### src/core/desync_filter_defs.vh
// Constants for the per-channel transmit desync filter configuration block.
// Assumes inclusion by bare name from design files only.
`ifndef DESYNC_FILTER_DEFS_VH
`define DESYNC_FILTER_DEFS_VH

`define DF_NUM_CH        3
`define DF_ADDR_W        8
`define DF_OFS_CH0       8'h07
`define DF_OFS_CH1       8'h0F
`define DF_OFS_CH2       8'h17

`define DF_BIT_BW_LOW    0
`define DF_BIT_TX_PATH   1
`define DF_BIT_BW_HIGH   2
`define DF_BIT_RESET     3
`define DF_BIT_APS_DIS   4
`define DF_RW_MASK       5'h1F
`define DF_CTRL_RESET    5'h01

`define DF_BW_WIDE       2'h0
`define DF_BW_NARROW     2'h1
`define DF_BW_MEDIUM     2'h2
`define DF_BW_OTHER      2'h3

`define DF_MAX_GAP_BITS  59
`define DF_CLK_NS        8
`define DF_LINK_NS       160
// Cycles of the system clock per link bit, rounded down
`define DF_CYC_PER_BIT   (`DF_LINK_NS / `DF_CLK_NS)
// Gap detector limit: rise spacing after the longest legal gap, plus one
// bit of margin so synchroniser jitter never flags a legal gap
`define DF_GAP_LIMIT     ((`DF_MAX_GAP_BITS + 2) * `DF_CYC_PER_BIT)
`define DF_GAP_W         12

`endif

### src/core/desync_skid_buffer.v
// Two-entry valid/ready buffer for one channel's sampled data bits.
// Assumes a single clock domain and a synchronous active-high reset.
`timescale 1ns/10ps
`default_nettype none
module desync_skid_buffer (
    // Clock and reset
    input  wire       i_clk,
    input  wire       i_sys_rst,
    // Fill side
    input  wire       i_in_valid,
    input  wire       i_in_data,
    output wire       o_in_ready,
    // Drain side
    output wire       o_out_valid,
    output wire       o_out_data,
    input  wire       i_out_ready
);
    reg  [1:0] mem_ff;
    reg        rd_ptr_ff;
    reg        wr_ptr_ff;
    reg  [1:0] count_ff;
    wire       push;
    wire       pop;

    assign o_in_ready  = (count_ff != 2'h2);
    assign o_out_valid = (count_ff != 2'h0);
    assign o_out_data  = mem_ff[rd_ptr_ff];
    assign push        = i_in_valid & o_in_ready;
    assign pop         = o_out_valid & i_out_ready;

    always @(posedge i_clk) begin
        if (i_sys_rst) begin
            mem_ff    <= 2'h0;
            rd_ptr_ff <= 1'b0;
            wr_ptr_ff <= 1'b0;
            count_ff  <= 2'h0;
        end else begin
            if (push) begin
                mem_ff[wr_ptr_ff] <= i_in_data;
                wr_ptr_ff         <= ~wr_ptr_ff;
            end
            if (pop)
                rd_ptr_ff <= ~rd_ptr_ff;
            if (push && !pop)
                count_ff <= count_ff + 2'h1;
            else if (pop && !push)
                count_ff <= count_ff - 2'h1;
        end
    end
endmodule
`default_nettype wire

### src/core/desync_filter_config.v
// Per-channel desync filter configuration: control registers, strap
// override, and gapped transmit clock/data capture for three channels.
// Assumes a plain register port on i_clk and asynchronous pins from the mapper.
`include "desync_filter_defs.vh"
`timescale 1ns/10ps
`default_nettype none
module desync_filter_config (
    // Clock and reset
    input  wire       i_clk,
    input  wire       i_sys_rst,
    // Register port
    input  wire [7:0] i_addr,
    input  wire [7:0] i_wdata,
    input  wire       i_wr,
    input  wire       i_rd,
    output reg  [7:0] o_rdata,
    // Mode and straps
    input  wire       i_hw_mode,
    input  wire [2:0] i_bandwidth_select_low,
    input  wire [2:0] i_bandwidth_select_high,
    input  wire [2:0] i_attenuator_path_select,
    // Mapper link
    input  wire [2:0] i_tx_clock_in,
    input  wire [2:0] i_tx_data_in,
    // Captured stream
    output reg  [2:0] o_bit_valid,
    output reg  [2:0] o_bit_data,
    input  wire [2:0] i_bit_ready,
    // Effective configuration and health flags
    output reg  [5:0] o_bandwidth,
    output reg  [2:0] o_attenuator_in_transmit_path,
    output reg  [2:0] o_fast_recovery_en,
    output reg  [2:0] o_filter_reset,
    output reg  [2:0] o_gap_overrun,
    output reg  [2:0] o_overflow
);
    ////////////////////////////////////////////////////////////////////////
    // Address decode
    function [1:0] ch_of;
        input [7:0] addr;
        begin
            case (addr)
                `DF_OFS_CH0: ch_of = 2'h0;
                `DF_OFS_CH1: ch_of = 2'h1;
                `DF_OFS_CH2: ch_of = 2'h2;
                default:     ch_of = 2'h3;
            endcase
        end
    endfunction

    function [1:0] bw_code;
        input lo;
        input hi;
        begin
            // narrow when low set and high clear
            case ({hi, lo})
                2'b01:   bw_code = `DF_BW_NARROW;
                2'b10:   bw_code = `DF_BW_MEDIUM;
                2'b11:   bw_code = `DF_BW_OTHER;
                default: bw_code = `DF_BW_WIDE;
            endcase
        end
    endfunction

    ////////////////////////////////////////////////////////////////////////
    // Control registers and read port
    // Channel g owns bits 5g+4..5g, so the bank has a single writer
    reg  [14:0] ctrl_ff;
    wire [14:0] nxt_ctrl;
    wire [1:0]  wr_ch = ch_of(i_addr);
    reg  [7:0]  nxt_rdata;

    always @* begin
        nxt_rdata = 8'h00;
        // bits 7..5 read as zero, unmapped reads zero
        if (i_rd) begin
            case (wr_ch)
                2'h0:    nxt_rdata = {3'h0, ctrl_ff[4:0]};
                2'h1:    nxt_rdata = {3'h0, ctrl_ff[9:5]};
                2'h2:    nxt_rdata = {3'h0, ctrl_ff[14:10]};
                default: nxt_rdata = 8'h00;
            endcase
        end
    end

    always @(posedge i_clk) begin
        if (i_sys_rst) begin
            o_rdata <= 8'h00;
            ctrl_ff <= {`DF_NUM_CH{`DF_CTRL_RESET}};
        end else begin
            o_rdata <= nxt_rdata;
            ctrl_ff <= nxt_ctrl;
        end
    end

    ////////////////////////////////////////////////////////////////////////
    // Hardware mode synchronizer, shared by all channels
    reg [1:0] hw_sync_ff;
    always @(posedge i_clk) begin
        if (i_sys_rst)
            hw_sync_ff <= 2'h0;
        else
            hw_sync_ff <= {hw_sync_ff[0], i_hw_mode};
    end
    wire hw_mode = hw_sync_ff[1];

    ////////////////////////////////////////////////////////////////////////
    // Per-channel next values, gathered so every output has one flop
    localparam [`DF_GAP_W-1:0] GAP_LIMIT = `DF_GAP_LIMIT;

    wire [2:0]             nxt_bit_valid;
    wire [2:0]             nxt_bit_data;
    wire [5:0]             nxt_bandwidth;
    wire [2:0]             nxt_path;
    wire [2:0]             nxt_fast_recovery;
    wire [2:0]             nxt_filter_reset;
    wire [2:0]             nxt_gap_overrun;
    wire [2:0]             nxt_overflow;
    wire [3*`DF_GAP_W-1:0] nxt_gap_cnt;
    reg  [3*`DF_GAP_W-1:0] gap_cnt_ff;

    genvar g;
    generate
        for (g = 0; g < `DF_NUM_CH; g = g + 1) begin : chan
            localparam [1:0] CH = g;

            reg  [1:0]           lo_sync_ff;
            reg  [1:0]           hi_sync_ff;
            reg  [1:0]           ps_sync_ff;
            reg  [2:0]           clk_sync_ff;
            reg  [1:0]           dat_sync_ff;
            reg                  nxt_valid;
            reg                  nxt_data;
            reg                  nxt_gap;
            reg  [`DF_GAP_W-1:0] nxt_cnt;
            wire [4:0]           ctrl;
            wire [`DF_GAP_W-1:0] gap_cnt;
            wire                 clk_rise;
            wire                 take_bit;
            wire                 buf_in_ready;
            wire                 buf_valid;
            wire                 buf_data;
            wire                 eff_lo;
            wire                 eff_hi;
            wire                 eff_path;

            assign ctrl    = ctrl_ff[5*g+4:5*g];
            assign gap_cnt = gap_cnt_ff[`DF_GAP_W*g+`DF_GAP_W-1:`DF_GAP_W*g];

            assign nxt_ctrl[5*g+4:5*g] = (i_wr && wr_ch == CH) ? (i_wdata[4:0] & `DF_RW_MASK) : ctrl;

            always @(posedge i_clk) begin
                if (i_sys_rst) begin
                    lo_sync_ff  <= 2'h0;
                    hi_sync_ff  <= 2'h0;
                    ps_sync_ff  <= 2'h0;
                    clk_sync_ff <= 3'h0;
                    dat_sync_ff <= 2'h0;
                end else begin
                    lo_sync_ff  <= {lo_sync_ff[0], i_bandwidth_select_low[g]};
                    hi_sync_ff  <= {hi_sync_ff[0], i_bandwidth_select_high[g]};
                    ps_sync_ff  <= {ps_sync_ff[0], i_attenuator_path_select[g]};
                    clk_sync_ff <= {clk_sync_ff[1:0], i_tx_clock_in[g]};
                    dat_sync_ff <= {dat_sync_ff[0], i_tx_data_in[g]};
                end
            end

            // straps replace register fields in hardware mode
            assign eff_lo   = hw_mode ? lo_sync_ff[1] : ctrl[`DF_BIT_BW_LOW];
            assign eff_hi   = hw_mode ? hi_sync_ff[1] : ctrl[`DF_BIT_BW_HIGH];
            assign eff_path = hw_mode ? ps_sync_ff[1] : ctrl[`DF_BIT_TX_PATH];

            // rising edge of gapped clock, data aligned in same delay
            assign clk_rise = clk_sync_ff[1] & ~clk_sync_ff[2];
            // Bits seen while the filter sits in the receive path are dropped
            assign take_bit = clk_rise & eff_path;

            desync_skid_buffer u_buf (
                .i_clk       (i_clk),
                .i_sys_rst   (i_sys_rst),
                .i_in_valid  (take_bit),
                .i_in_data   (dat_sync_ff[1]),
                .o_in_ready  (buf_in_ready),
                .o_out_valid (buf_valid),
                .o_out_data  (buf_data),
                .i_out_ready (~o_bit_valid[g])
            );

            // Output stage loads whenever empty, so valid never waits on ready
            always @* begin
                nxt_valid = o_bit_valid[g];
                nxt_data  = o_bit_data[g];
                if (o_bit_valid[g]) begin
                    if (i_bit_ready[g])
                        nxt_valid = 1'b0;
                end else if (buf_valid) begin
                    nxt_valid = 1'b1;
                    nxt_data  = buf_data;
                end
            end

            // gaps up to 59 bits are normal; only gaps over 60 bits are flagged, one bit of margin
            always @* begin
                nxt_cnt = gap_cnt;
                nxt_gap = o_gap_overrun[g];
                if (clk_rise) begin
                    nxt_cnt = {`DF_GAP_W{1'b0}};
                    nxt_gap = 1'b0;
                end else if (gap_cnt != GAP_LIMIT) begin
                    nxt_cnt = gap_cnt + 1'b1;
                end else begin
                    nxt_gap = 1'b1;
                end
            end

            assign nxt_bit_valid[g]   = nxt_valid;
            assign nxt_bit_data[g]    = nxt_data;
            assign nxt_gap_overrun[g] = nxt_gap;
            assign nxt_gap_cnt[`DF_GAP_W*g+`DF_GAP_W-1:`DF_GAP_W*g] = nxt_cnt;

            assign nxt_bandwidth[2*g+1:2*g] = bw_code(eff_lo, eff_hi);
            assign nxt_path[g]              = eff_path;
            // zero in bit 4 enables fast recovery
            assign nxt_fast_recovery[g] = hw_mode | ~ctrl[`DF_BIT_APS_DIS];
            assign nxt_filter_reset[g]  = ~hw_mode & ctrl[`DF_BIT_RESET];
            // Sticky: a lost bit is a hard fault, cleared by reset only
            assign nxt_overflow[g] = o_overflow[g] | (take_bit & ~buf_in_ready);
        end
    endgenerate

    ////////////////////////////////////////////////////////////////////////
    // Captured stream flops
    always @(posedge i_clk) begin
        if (i_sys_rst) begin
            o_bit_valid <= 3'h0;
            o_bit_data  <= 3'h0;
        end else begin
            o_bit_valid <= nxt_bit_valid;
            o_bit_data  <= nxt_bit_data;
        end
    end

    ////////////////////////////////////////////////////////////////////////
    // Effective configuration flops
    always @(posedge i_clk) begin
        if (i_sys_rst) begin
            o_bandwidth                   <= {`DF_NUM_CH{`DF_BW_NARROW}};
            o_attenuator_in_transmit_path <= 3'h0;
            o_fast_recovery_en            <= 3'h7;
            o_filter_reset                <= 3'h0;
        end else begin
            o_bandwidth                   <= nxt_bandwidth;
            o_attenuator_in_transmit_path <= nxt_path;
            o_fast_recovery_en            <= nxt_fast_recovery;
            o_filter_reset                <= nxt_filter_reset;
        end
    end

    ////////////////////////////////////////////////////////////////////////
    // Health flags and gap counters
    always @(posedge i_clk) begin
        if (i_sys_rst) begin
            o_gap_overrun <= 3'h0;
            o_overflow    <= 3'h0;
            gap_cnt_ff    <= {3*`DF_GAP_W{1'b0}};
        end else begin
            o_gap_overrun <= nxt_gap_overrun;
            o_overflow    <= nxt_overflow;
            gap_cnt_ff    <= nxt_gap_cnt;
        end
    end
endmodule
`default_nettype wire

### config.mk
export PLATFORM = sky130hd
export DESIGN_NAME = desync_filter_config
export DESIGN_NICKNAME = d
export VERILOG_FILES = /design/src/core/desync_skid_buffer.v /design/src/core/desync_filter_config.v
export VERILOG_INCLUDE_DIRS = /design/src /design/src/core
export SDC_FILE = /design/constraint.sdc
export NUM_CORES = 1
export LEC_CHECK = 0
export ABC_AREA = 1
export BUFFER_PORTS_ARGS = -buffer_cell sky130_fd_sc_hd__buf_2
export CORE_ASPECT_RATIO = 1.1
export CORE_UTILIZATION = 25
export CTS_CLUSTER_DIAMETER = 50
export DETAILED_ROUTE_END_ITERATION = 16
export HOLD_SLACK_MARGIN = 0.03
export PLACE_DENSITY = 0.41
export SLEW_MARGIN = 25
export SYNTH_ARGS = -nofsm -noshare
export SYNTH_HDL_FRONTEND = slang
export SYNTH_SLANG_ARGS = --single-unit
### constraint.sdc
create_clock -name i_clk -period 1.7 [get_ports i_clk]
set_input_delay 0.34 -clock i_clk [delete_from_list [all_inputs] [get_ports i_clk]]
set_output_delay 0.34 -clock i_clk [all_outputs]
set_load 0.03 [all_outputs]
## Word-level counts from Yosys, hierarchy flattened

Cells that the tools add are included.

| word-level totals | value |
|---|---|
| bits in registers | 139 |

| operators by class | value |
|---|---|
| bitwise logic cells | 44 |
| equality and inequality tests | 20 |
| reduce and logical (&&, ||, !) cells | 32 |
| magnitude comparators | 9 |
| muxes and demuxes | 44 |
| add/subtract/negate cells | 9 |

Operators by type and width:

| cell | count |
|---|---|
| 12-bit by 1-bit adder with 12-bit output (second input constant) | 3 |
| 12-bit by 11-bit != test with 1-bit output (second input constant) | 3 |
| 1-bit 2-to-1 mux | 27 |
| 2-bit one-hot mux with 3 select lines | 4 |
| 1-bit inverter | 20 |
| 1-bit AND | 18 |
| 5-bit one-hot mux with 3 select lines | 1 |
| 2-bit equality test (second input constant) | 7 |
| 1-bit logical AND | 12 |
| 1-bit by 2-bit < comparator with 1-bit output (second input constant) | 6 |
| 2-bit 2-to-1 mux | 6 |
| 2-bit nonzero test | 6 |
| 2-bit by 1-bit equality test with 1-bit output (second input constant) | 4 |
| 8-bit by 3-bit equality test with 1-bit output (second input constant) | 1 |
| 8-bit by 4-bit equality test with 1-bit output (second input constant) | 1 |
| 8-bit by 5-bit equality test with 1-bit output (second input constant) | 1 |
| 2-bit OR reduction | 4 |
| 2-bit by 1-bit adder with 2-bit output (second input constant) | 3 |
| 2-bit bitwise mux | 3 |
| 1-bit zero test | 6 |
| 2-bit != test (second input constant) | 3 |
| 1-bit OR | 6 |
| 2-bit AND reduction | 3 |
| 2-bit by 1-bit subtractor with 2-bit output (second input constant) | 3 |
| other kinds (3) | 7 |

## Depth between registers and ports, before layout

Gate-level depths: netlist (run 1).

| depth | value |
|---|---|
| word-level depth | 8 |
| mapped depth | 11 |
| depth with buffers taken out | 11 |

## Modules after synthesis

Synthesis (run 1) repeated with hierarchy kept, for this count alone.

| second synthesis, totals | value |
|---|---|
| cell total of the unflattened synthesis | 809 |
| area total of the unflattened synthesis | 5,778.0 um^2 |

By module, submodules not included:

| module | seq. area each (um^2) | cells each | area an instance (um^2) | instances |
|---|---|---|---|---|
| desync_filter_config | 2,362.3 | 665 | 4,802.1 | 1 |
| desync_skid_buffer | 120.1 | 48 | 325.3 | 3 |

## Least setup slack after synthesis (run 1)

Ideal clock, no wire load.

| timing | value |
|---|---|
| kind | flip-flop to flip-flop |
| start | register o_bit_valid[0] |
| end | register chan[0].u_buf.count_ff[1] |
| setup time | 0.119 ns |
| clock period less this slack | 1.468 ns |
| buffers on the path | 0 |
| data arrival time | 1.348 ns |
| data required time | 1.581 ns |
| cell stages (with the launch flop) | 8 |
| path slack | 0.232 ns |
| path through | dfxtp_1 > a21oi_1 > inv_1 > ha_1 > inv_1 > nand3_1 > o21ai_0 > a21oi_1 |

| on the way | value |
|---|---|
| word-level cells in the longest chain between the ends | 5 |

Ends and longest elaborated chain:

| item | RTL line | text |
|---|---|---|
| start: declaration | desync_filter_config.v:26 | `output reg [2:0] o_bit_valid,` |
| start signal: assignment | desync_filter_config.v:238 | `o_bit_valid <= nxt_bit_valid;` |
| 1-bit inverter (no line) * | n/a |  |
| 1-bit AND * | desync_skid_buffer.v:29 | `assign pop = o_out_valid & i_out_ready;` |
| 1-bit zero test | desync_skid_buffer.v:44 | `if (push && !pop)` |
| 1-bit logical AND | desync_skid_buffer.v:44 |  |
| 2-bit 2-to-1 mux / 2-bit nonzero test (equally long branches) | n/a |  |
| end signal: assignment | desync_skid_buffer.v:45 | `count_ff <= count_ff + 2'h1;` |
| end signal: assignment | desync_skid_buffer.v:47 | `count_ff <= count_ff - 2'h1;` |
| end: declaration | desync_skid_buffer.v:21 | `reg [1:0] count_ff;` |

Every way passes the cells marked *; elsewhere a longest branch is shown, timed or not.
A chain may end at the register's enable or synchronous reset.

## Worst setup path after layout (run 1)

| timing | value |
|---|---|
| start | register hw_sync_ff[1] |
| end | register chan[2].u_buf.count_ff[1] |

| on the way | value |
|---|---|
| word-level cells in the longest chain between the ends | 6 |

Ends and longest elaborated chain:

| item | RTL line | text |
|---|---|---|
| start: declaration | desync_filter_config.v:98 | `reg [1:0] hw_sync_ff;` |
| start signal: assignment | desync_filter_config.v:103 | `hw_sync_ff <= {hw_sync_ff[0], i_hw_mode};` |
| 1-bit 2-to-1 mux * | desync_filter_config.v:171 | `` assign eff_path = hw_mode ? ps_sync_ff[1] : ctrl[`DF_BIT_TX_PATH]; `` |
| 1-bit AND * | desync_filter_config.v:176 | `assign take_bit = clk_rise & eff_path;` |
| 1-bit AND * | desync_skid_buffer.v:28 | `assign push = i_in_valid & o_in_ready;` |
| net chan[2].u_buf.push | desync_skid_buffer.v:22 | `wire push;` |
| 1-bit zero test | desync_skid_buffer.v:46 | `else if (pop && !push)` |
| 1-bit logical AND | desync_skid_buffer.v:46 |  |
| 2-bit nonzero test (no line) | n/a |  |
| end signal: assignment | desync_skid_buffer.v:45 |  |
| end signal: assignment | desync_skid_buffer.v:47 |  |
| end: declaration | desync_skid_buffer.v:21 |  |

Mark *: on every way through the listed nets, which the timed path passes. The rest lies on a longest branch.

==> results.md, run 1 <==
* Status: finished, final reports clean
* Final period util at 90.8%
* DR iter-0 viols at 185
* Core area at 22100 µm²
* Worst r2r dst: chan[2].u_buf.count_ff[1]
* Synth unique cells at 29
* Post-detail-place hpwl at approximately 9.1 mm
* Slowest Stage Delay on Critical Path at roughly 0.34 ns
* Slew Limit Fails at 0
* Pwr dens at between 1000 and 1500 nW/µm²
* Sw frac at 25.7%
* Internal at 0.00641 W
* Gpl congestion at 0.763
* Hold slack at about 0.11 ns
* CTS resizes at 0
* Slowest CP cell: dfxtp_2
* CTS Buf Count at 17
* Setup Skew at roughly 0.012 ns
* Endpoints failing setup at 0
* CTS max path bufs at 2
* First drt pass iteration count at 4
* # IOs at 74
* Share of power burned in registers at between 40% and 50%
* Worst min-delay path category: primary input to register
* Die X at 145 µm
* CP max FO at 10
* FF-to-FF Start: hw_sync_ff[1]
* Leak at 3.15 nW
* Hold Path Stages at 3
* Worst hold start: i_tx_data_in[2]
* Yosys warnings at 0
* RSZ-0062 raised after global routing: false
* Critical Path RT at between 2 and 2.5 ns
* Buffer count from post-CTS setup fixing at 0
* CTS sink cnt at 136
* Routed len/inst at approximately 11 µm
* Post-synthesis sequential area ratio at 48.2%
* PortBufs at between 60 and 70
* Most flop-heavy register: gap_cnt_ff
* Root Buffer: clkbuf_16
* Final Hold Fails at 0
* Die area at 23200 µm²
* Std-Cell Rows at 57
* Layout cells sized above 1 at between 10% and 20%
* CTS HTree Levels at 4
* FMAX at 0.648 GHz
* # nets final at 915
* Post-synthesis area per instance at between 7 and 8 µm²
* Largest regs: gap_cnt_ff: 36 flops, ctrl_ff: 15 flops, chan.clk_sync_ff: 9 flops
* Vias in the first global route at 4429
* Worst EP arrival at around 1.9 ns
* Hold Path End: chan[2].dat_sync_ff[0]
* Final min period at 1.54 ns
* Reg clk slew, reported paths at 0.06 ns
* Total of max-cap violations at 0
* Worst-Skew Late Latency at 0.42 ns
* Peak VDD IR at 0.665 mV
* Critical Path, Cell by Cell: buf_6 > nand2_1 > nand2_2 > nand3_1 > inv_1 > ha_1 > inv_1 > nand3_1 > o21ai_0 > a21oi_1
* Worst setup EP type: register
* Largest net degree at the start of global routing at 46
* CTS tree: built
* # DRC at 0
* Setup TNS at 0 ns
* Grt ovf at 0
* First-pass GRT wire length at approximately 21 mm
* Netlist Area Pre-Place at 5650 µm²
* Syn-to-layout area delta at 24.9%
* Largest register FFs at 36
* R2R depth at 10
* Kind of critical path: register to register
* Number of vias per cell at 3.95
* Post-CTS Hold Fix Bufs at 0
* Die Span Y at 160 µm
* Flop-to-flop setup slack at ~0.16 ns
* Switching pwr at around 0.0022 W
* Initial antenna violation count at 0
* Routed wire length at 12.5 mm
* Synth Register Bits at 136
* Antenna Nets Post-Route at 0
* Clk pwr share at 47.6%
* GRT Total Usage at 11.6%
* Comb power frac at 11.5%
* Antenna cells at 0
* Gate Count Post-Synth at between 700 and 800
* Via Count at about 4600
* CP startpoint kind: register
* Initial Util at 25.6%
-- layer usage --
| metal | up-vias | share of wire (%) | track usage [%] |
|---|---|---|---|
| li1 | 2592 | - | - |
| met2 | 53 | 45 | 18.2 |
| met4 | 0 | 1.1 | 4.45 |
| met5 | - | 0 | 0 |
| met1 | 1991 | 51 | 15.2 |
| met3 | 9 | 2.9 | 3.11 |
-- worst max-delay path by stage --
| stage | endpoint | cells after the start | from | slack (ns) |
|---|---|---|---|---|
| after global routing | chan[1].u_buf.count_ff[1] | 8 | chan[1].u_buf.count_ff[0] | 0.003 |
| after floorplan | chan[0].u_buf.count_ff[1] | 7 | o_bit_valid[0] | 0.23 |
| after global placement | chan[2].u_buf.count_ff[1] | 10 | hw_sync_ff[1] | 0.08 |
| final | chan[2].u_buf.count_ff[1] | 10 | hw_sync_ff[1] | 0.16 |
| after detailed placement | chan[2].u_buf.count_ff[1] | 10 | hw_sync_ff[1] | 0.07 |
| after CTS | chan[2].u_buf.count_ff[1] | 10 | hw_sync_ff[1] | 0.06 |
-- synth_stat cells (all sizes together) --
master  count  area (µm²)
a21oi      55         279
nand2     158         603
xor2        8        70.1
inv       132         495
dfxtp     136        2720
nor3        9        55.1
and3        1        6.26
ha          9         113
buf        18         109
or2         1        6.26
nor2      149         609
clkbuf      1        3.75
conb        1        3.75
o21ai      27         143
xnor2       3        26.3
nand4      23         144
nand3      50         260
-- power groups by stage --
stage                     clock network, W  logic (W)  registers (W)
final                              0.00410   0.000990        0.00353
after floorplan                          0   0.000563        0.00370
after global placement                   0   0.000996        0.00361
after CTS                          0.00425    0.00100        0.00353
after global routing               0.00437    0.00115        0.00356
after detailed placement                 0    0.00100        0.00360
-- cell type report --
type	count	area, µm²
clock buffers	18	439
well taps	295	369
fillers	2451	15100
clock inverters	14	220
repair buffers	84	479
flip-flops and latches	136	2720
inverters	132	495
multi-input cells	496	2330
-- placed cells by master, fill, tap and decap left out, types with 5 or more instances in the layout --
cell type / n
o21ai_0: 22
clkbuf_16: 17
nand2_2: 6
buf_2: 67
dfxtp_1: 135
bufinv_16: 5
nor2_4: 6
nor2_1: 141
nand4_1: 23
inv_1: 129
nand2_1: 152
nor3_1: 7
buf_4: 15
a21oi_1: 54
nand3_1: 48
ha_1: 9
xor2_1: 8
-- critical path: cells and delay by family, from the launching register on --
family	cells	cell delay, ns
compound gates	2	0.21
fa+ha+maj	1	0.21
buf+inv	3	0.29
flops	1	0.34
simple gates	4	0.38
-- stage by stage --
step                setup WS (ns)  power [W]  util, %  area (µm²)  instances
floorplan                   0.232    0.00426        -        5660        783
finish                      0.157    0.00862     31.9        7060       1175
global route              0.00338    0.00908     31.9        7060       1175
detailed placement         0.0692    0.00460     28.9        6390       1143
CTS                        0.0589    0.00878     31.9        7050       1175
global placement           0.0801    0.00460     28.9        6390       1143
-- logic make-up (layout without fill, tap and decap cells) --
logic type                 count (synthesis)  after routing  synth area share [%]
buffers and inverters                    151            248                  10.8
and+or+nand+nor                          391            391                  29.8
DFF                                      136            136                  48.2
xor gates and xnor gates                  11             11                  1.71
other                                      1              3                0.0664
AOI/OAI and AO/OA                         82             82                  7.46
adders and majority gates                  9              9                  1.99
Note: power is estimated with default switching activity, not from simulation.
==> inputs of run 2 (changes only) <==
--- a/config.mk
+++ b/config.mk
@@ -13,7 +13,6 @@
 export CTS_CLUSTER_DIAMETER = 50
 export DETAILED_ROUTE_END_ITERATION = 16
 export HOLD_SLACK_MARGIN = 0.03
-export PLACE_DENSITY = 0.41
 export SLEW_MARGIN = 25
 export SYNTH_ARGS = -nofsm -noshare
 export SYNTH_HDL_FRONTEND = slang
==> constraint.sdc (replaced) <==
create_clock -name i_clk -period 1.7 [get_ports i_clk]
set_input_delay 0.085 -clock i_clk [delete_from_list [all_inputs] [get_ports i_clk]]
set_output_delay 0.085 -clock i_clk [all_outputs]
set_load 0.03 [all_outputs]
==> run 2 against run 1 <==
Compared with the run above:
- via count is 4.0% higher
- clock skew decreased by 0.0029 ns
- clock power decreased by 15%
- utilization increased by 0.55 points
- combinational power increased by 6%
- maximum frequency down 0.80%
- critical path depth is the same
- design area up 1.7%
- largest cell class unchanged
==> results.md, run 2 (synthesized netlist as in run 1, its figures left out) <==
* # IOs at 74 (unchanged)
* CTS tree: built
* Buffer count from post-CTS setup fixing at 0 (unchanged)
* Kind of critical path: register to register
* CTS Buf Count at 17 (unchanged)
* Status: finished, final reports clean
* CTS sink cnt at 136 (unchanged)
* Antenna Nets Post-Route at 0 (unchanged)
* Final min period at 1.56 ns (+0.0124 ns)
* Total of max-cap violations at 0 (unchanged)
* Commonest cells after routing, fill and taps aside: nand2_1 (152), nor2_1 (141), dfxtp_1 (136), inv_1 (129), buf_2 (67)
* CTS HTree Levels at 4 (unchanged)
* Gpl congestion at 0.788 (+3.3%)
* Routed wire length at 12.5 mm (+0.38%)
* Initial antenna violation count at 0 (unchanged)
* Final Hold Fails at 0 (unchanged)
* Post-detail-place hpwl at 9.20 mm (+0.61%)
* CP startpoint kind: register
* GRT Total Usage at 11.6% (about the same)
* Peak VDD IR at 0.645 mV (-3.1%)
* # DRC at 0 (unchanged)
* Routed len/inst at 10.5 µm (-1.3%)
* Root Buffer: clkbuf_16
* Antenna cells at 0 (unchanged)
* Worst min-delay path category: primary input to register
* First-pass GRT wire length at 21.7 mm (+0.93%)
* FMAX at 0.643 GHz (-0.80%)
* Syn-to-layout area delta at 27.1%
* Initial Util at 25.6% (unchanged)
* Layout cells sized above 1 at 15.0% (-1.0 points)
* Die Span Y at 160 µm (unchanged)
* Buf+Inv Stages, Crit Path at 3 (unchanged)
* Fill count at 2418 (-1.3%)
* Die area at 23200 µm² (unchanged)
* Core area at 22100 µm² (unchanged)
* Most common cell after layout, fill and taps aside: nand2_1
* Setup Skew at 0.00946 ns (-0.00294 ns)
* Grt ovf at 0 (unchanged)
* Die X at 145 µm (unchanged)
* DR iter-0 viols at 265 (+43%)
* Slowest CP cell: dfxtp_1
* Flop-to-flop setup slack at 0.14 ns (about the same)
* # nets final at 935 (+2.2%)
* First drt pass iteration count at 4 (unchanged)
* Worst slack, placed at 0.0967 ns (+0.0275 ns)
* Via Count at 4829 (+4.0%)
* Vias in the first global route at 4682 (+5.7%)
* Reg clk slew, reported paths at 0.06 ns (about the same)
* Final WS setup at 0.145 ns (-0.0124 ns)
* Endpoints failing setup at 0 (unchanged)
* Final period util at 91.5% (+0.73 points)
* Slowest Stage Delay on Critical Path at 0.35 ns (about the same)
* Slew Limit Fails at 0 (unchanged)
* Critical Path RT at 2.01 ns (about the same)
* Crit path max-delay family: simple AND/OR/NAND/NOR gates
* Largest net degree at the start of global routing at 55 (+20%)
* Largest regs: gap_cnt_ff: 36 flops, ctrl_ff: 15 flops, chan.clk_sync_ff: 9 flops
* Worst-Skew Late Latency at 0.41 ns (about the same)
* Largest register FFs at 36 (unchanged)
* Most flop-heavy register: gap_cnt_ff
* Std-Cell Rows at 57 (unchanged)
* Critical Path, Cell by Cell: buf_6 > nand2_1 > nand2_1 > nand3_1 > inv_1 > ha_1 > inv_1 > nand3_1 > o21ai_1 > a21oi_1
* PortBufs at 67 (unchanged)
* Worst setup EP type: register
* Worst EP arrival at 1.86 ns (about the same)
* Leak at 3.18 nW (+0.75%)
* Setup TNS at 0 ns (unchanged)
* Number of vias per cell at 4.04 (+2.2%)
* CP max FO at 10 (unchanged)
* CTS max path bufs at 2 (unchanged)
* Pwr dens at 1130 nW/µm² (-7.9%)
==> run 2: changes by cell type in the layout (fill, tap and decap cells not counted), moves of 3 or more <==
cell,before,now
bufinv_16,5,1
dlygate4sd3_1,0,25
clkinvlp_4,1,4
buf_4,15,10
==> run 2: per-stage QoR <==
step                total power, W  area [µm²]  instances  utilization [%]  hold WS [ns]
floorplan                  0.00426        5660        783                -         0.192
global placement           0.00459        6350       1138             28.7         0.290
detailed placement         0.00461        6350       1138             28.7         0.296
CTS                        0.00817        7170       1195             32.4        0.0889
global route               0.00852        7180       1195             32.5         0.121
finish                     0.00808        7180       1195             32.5         0.100
==> run 2: cell type report <==
class | count | area, µm² | share of cell area, %
Sequential cell | 136 | 2720 | 37.9
Multi-Input combinational cell | 496 | 2330 | 32.5
Timing Repair Buffer | 104 | 692 | 9.64
Inverter | 132 | 495 | 6.90
Clock buffer | 19 | 443 | 6.17
Tap cell | 295 | 369 | 5.14
Clock inverter | 13 | 123 | 1.71
==> run 2: what timing repair did <==
item / CTS / global route
hold buffers: 25 / 0
hold endpoints to repair: 34 / 0
setup endpoints to repair: 0 / 3
gates resized for setup: 0 / 8
==> run 2: power by group <==
| part | switching (W) | internal, W |
|---|---|---|
| Clock | 0.00142 | 0.00206 |
| Sequential | 0.000150 | 0.00340 |
| Combinational | 0.000655 | 0.000392 |
| Total | 0.00223 | 0.00585 |
==> run 2: path summary, 6_finish.rpt <==
kind | from | endpoint | depth (start not counted)
hold reg to reg | chan[1].dat_sync_ff[0] | chan[1].dat_sync_ff[1] | 2
setup / recovery | hw_sync_ff[1] | chan[0].u_buf.count_ff[1] | 10
setup reg to reg | hw_sync_ff[1] | chan[0].u_buf.count_ff[1] | 10
hold / removal | i_rd | o_rdata[0] | 5
==> run 2: worst min-delay path, cell delays in order <==
cell     delay, ns
buf_2         0.10
inv_1         0.06
nor2_1        0.04
nand2_1       0.13
nor2_1        0.06
==> run 2: layer usage <==
metal / vias to the layer above / part of all wire [%] / global-route usage (%)
met2: 72 / 47 / 19.6
met5: - / 0 / 0
met1: 2121 / 48 / 14.0
li1: 2623 / - / -
met3: 13 / 3.4 / 2.89
met4: 0 / 1.8 / 5.02
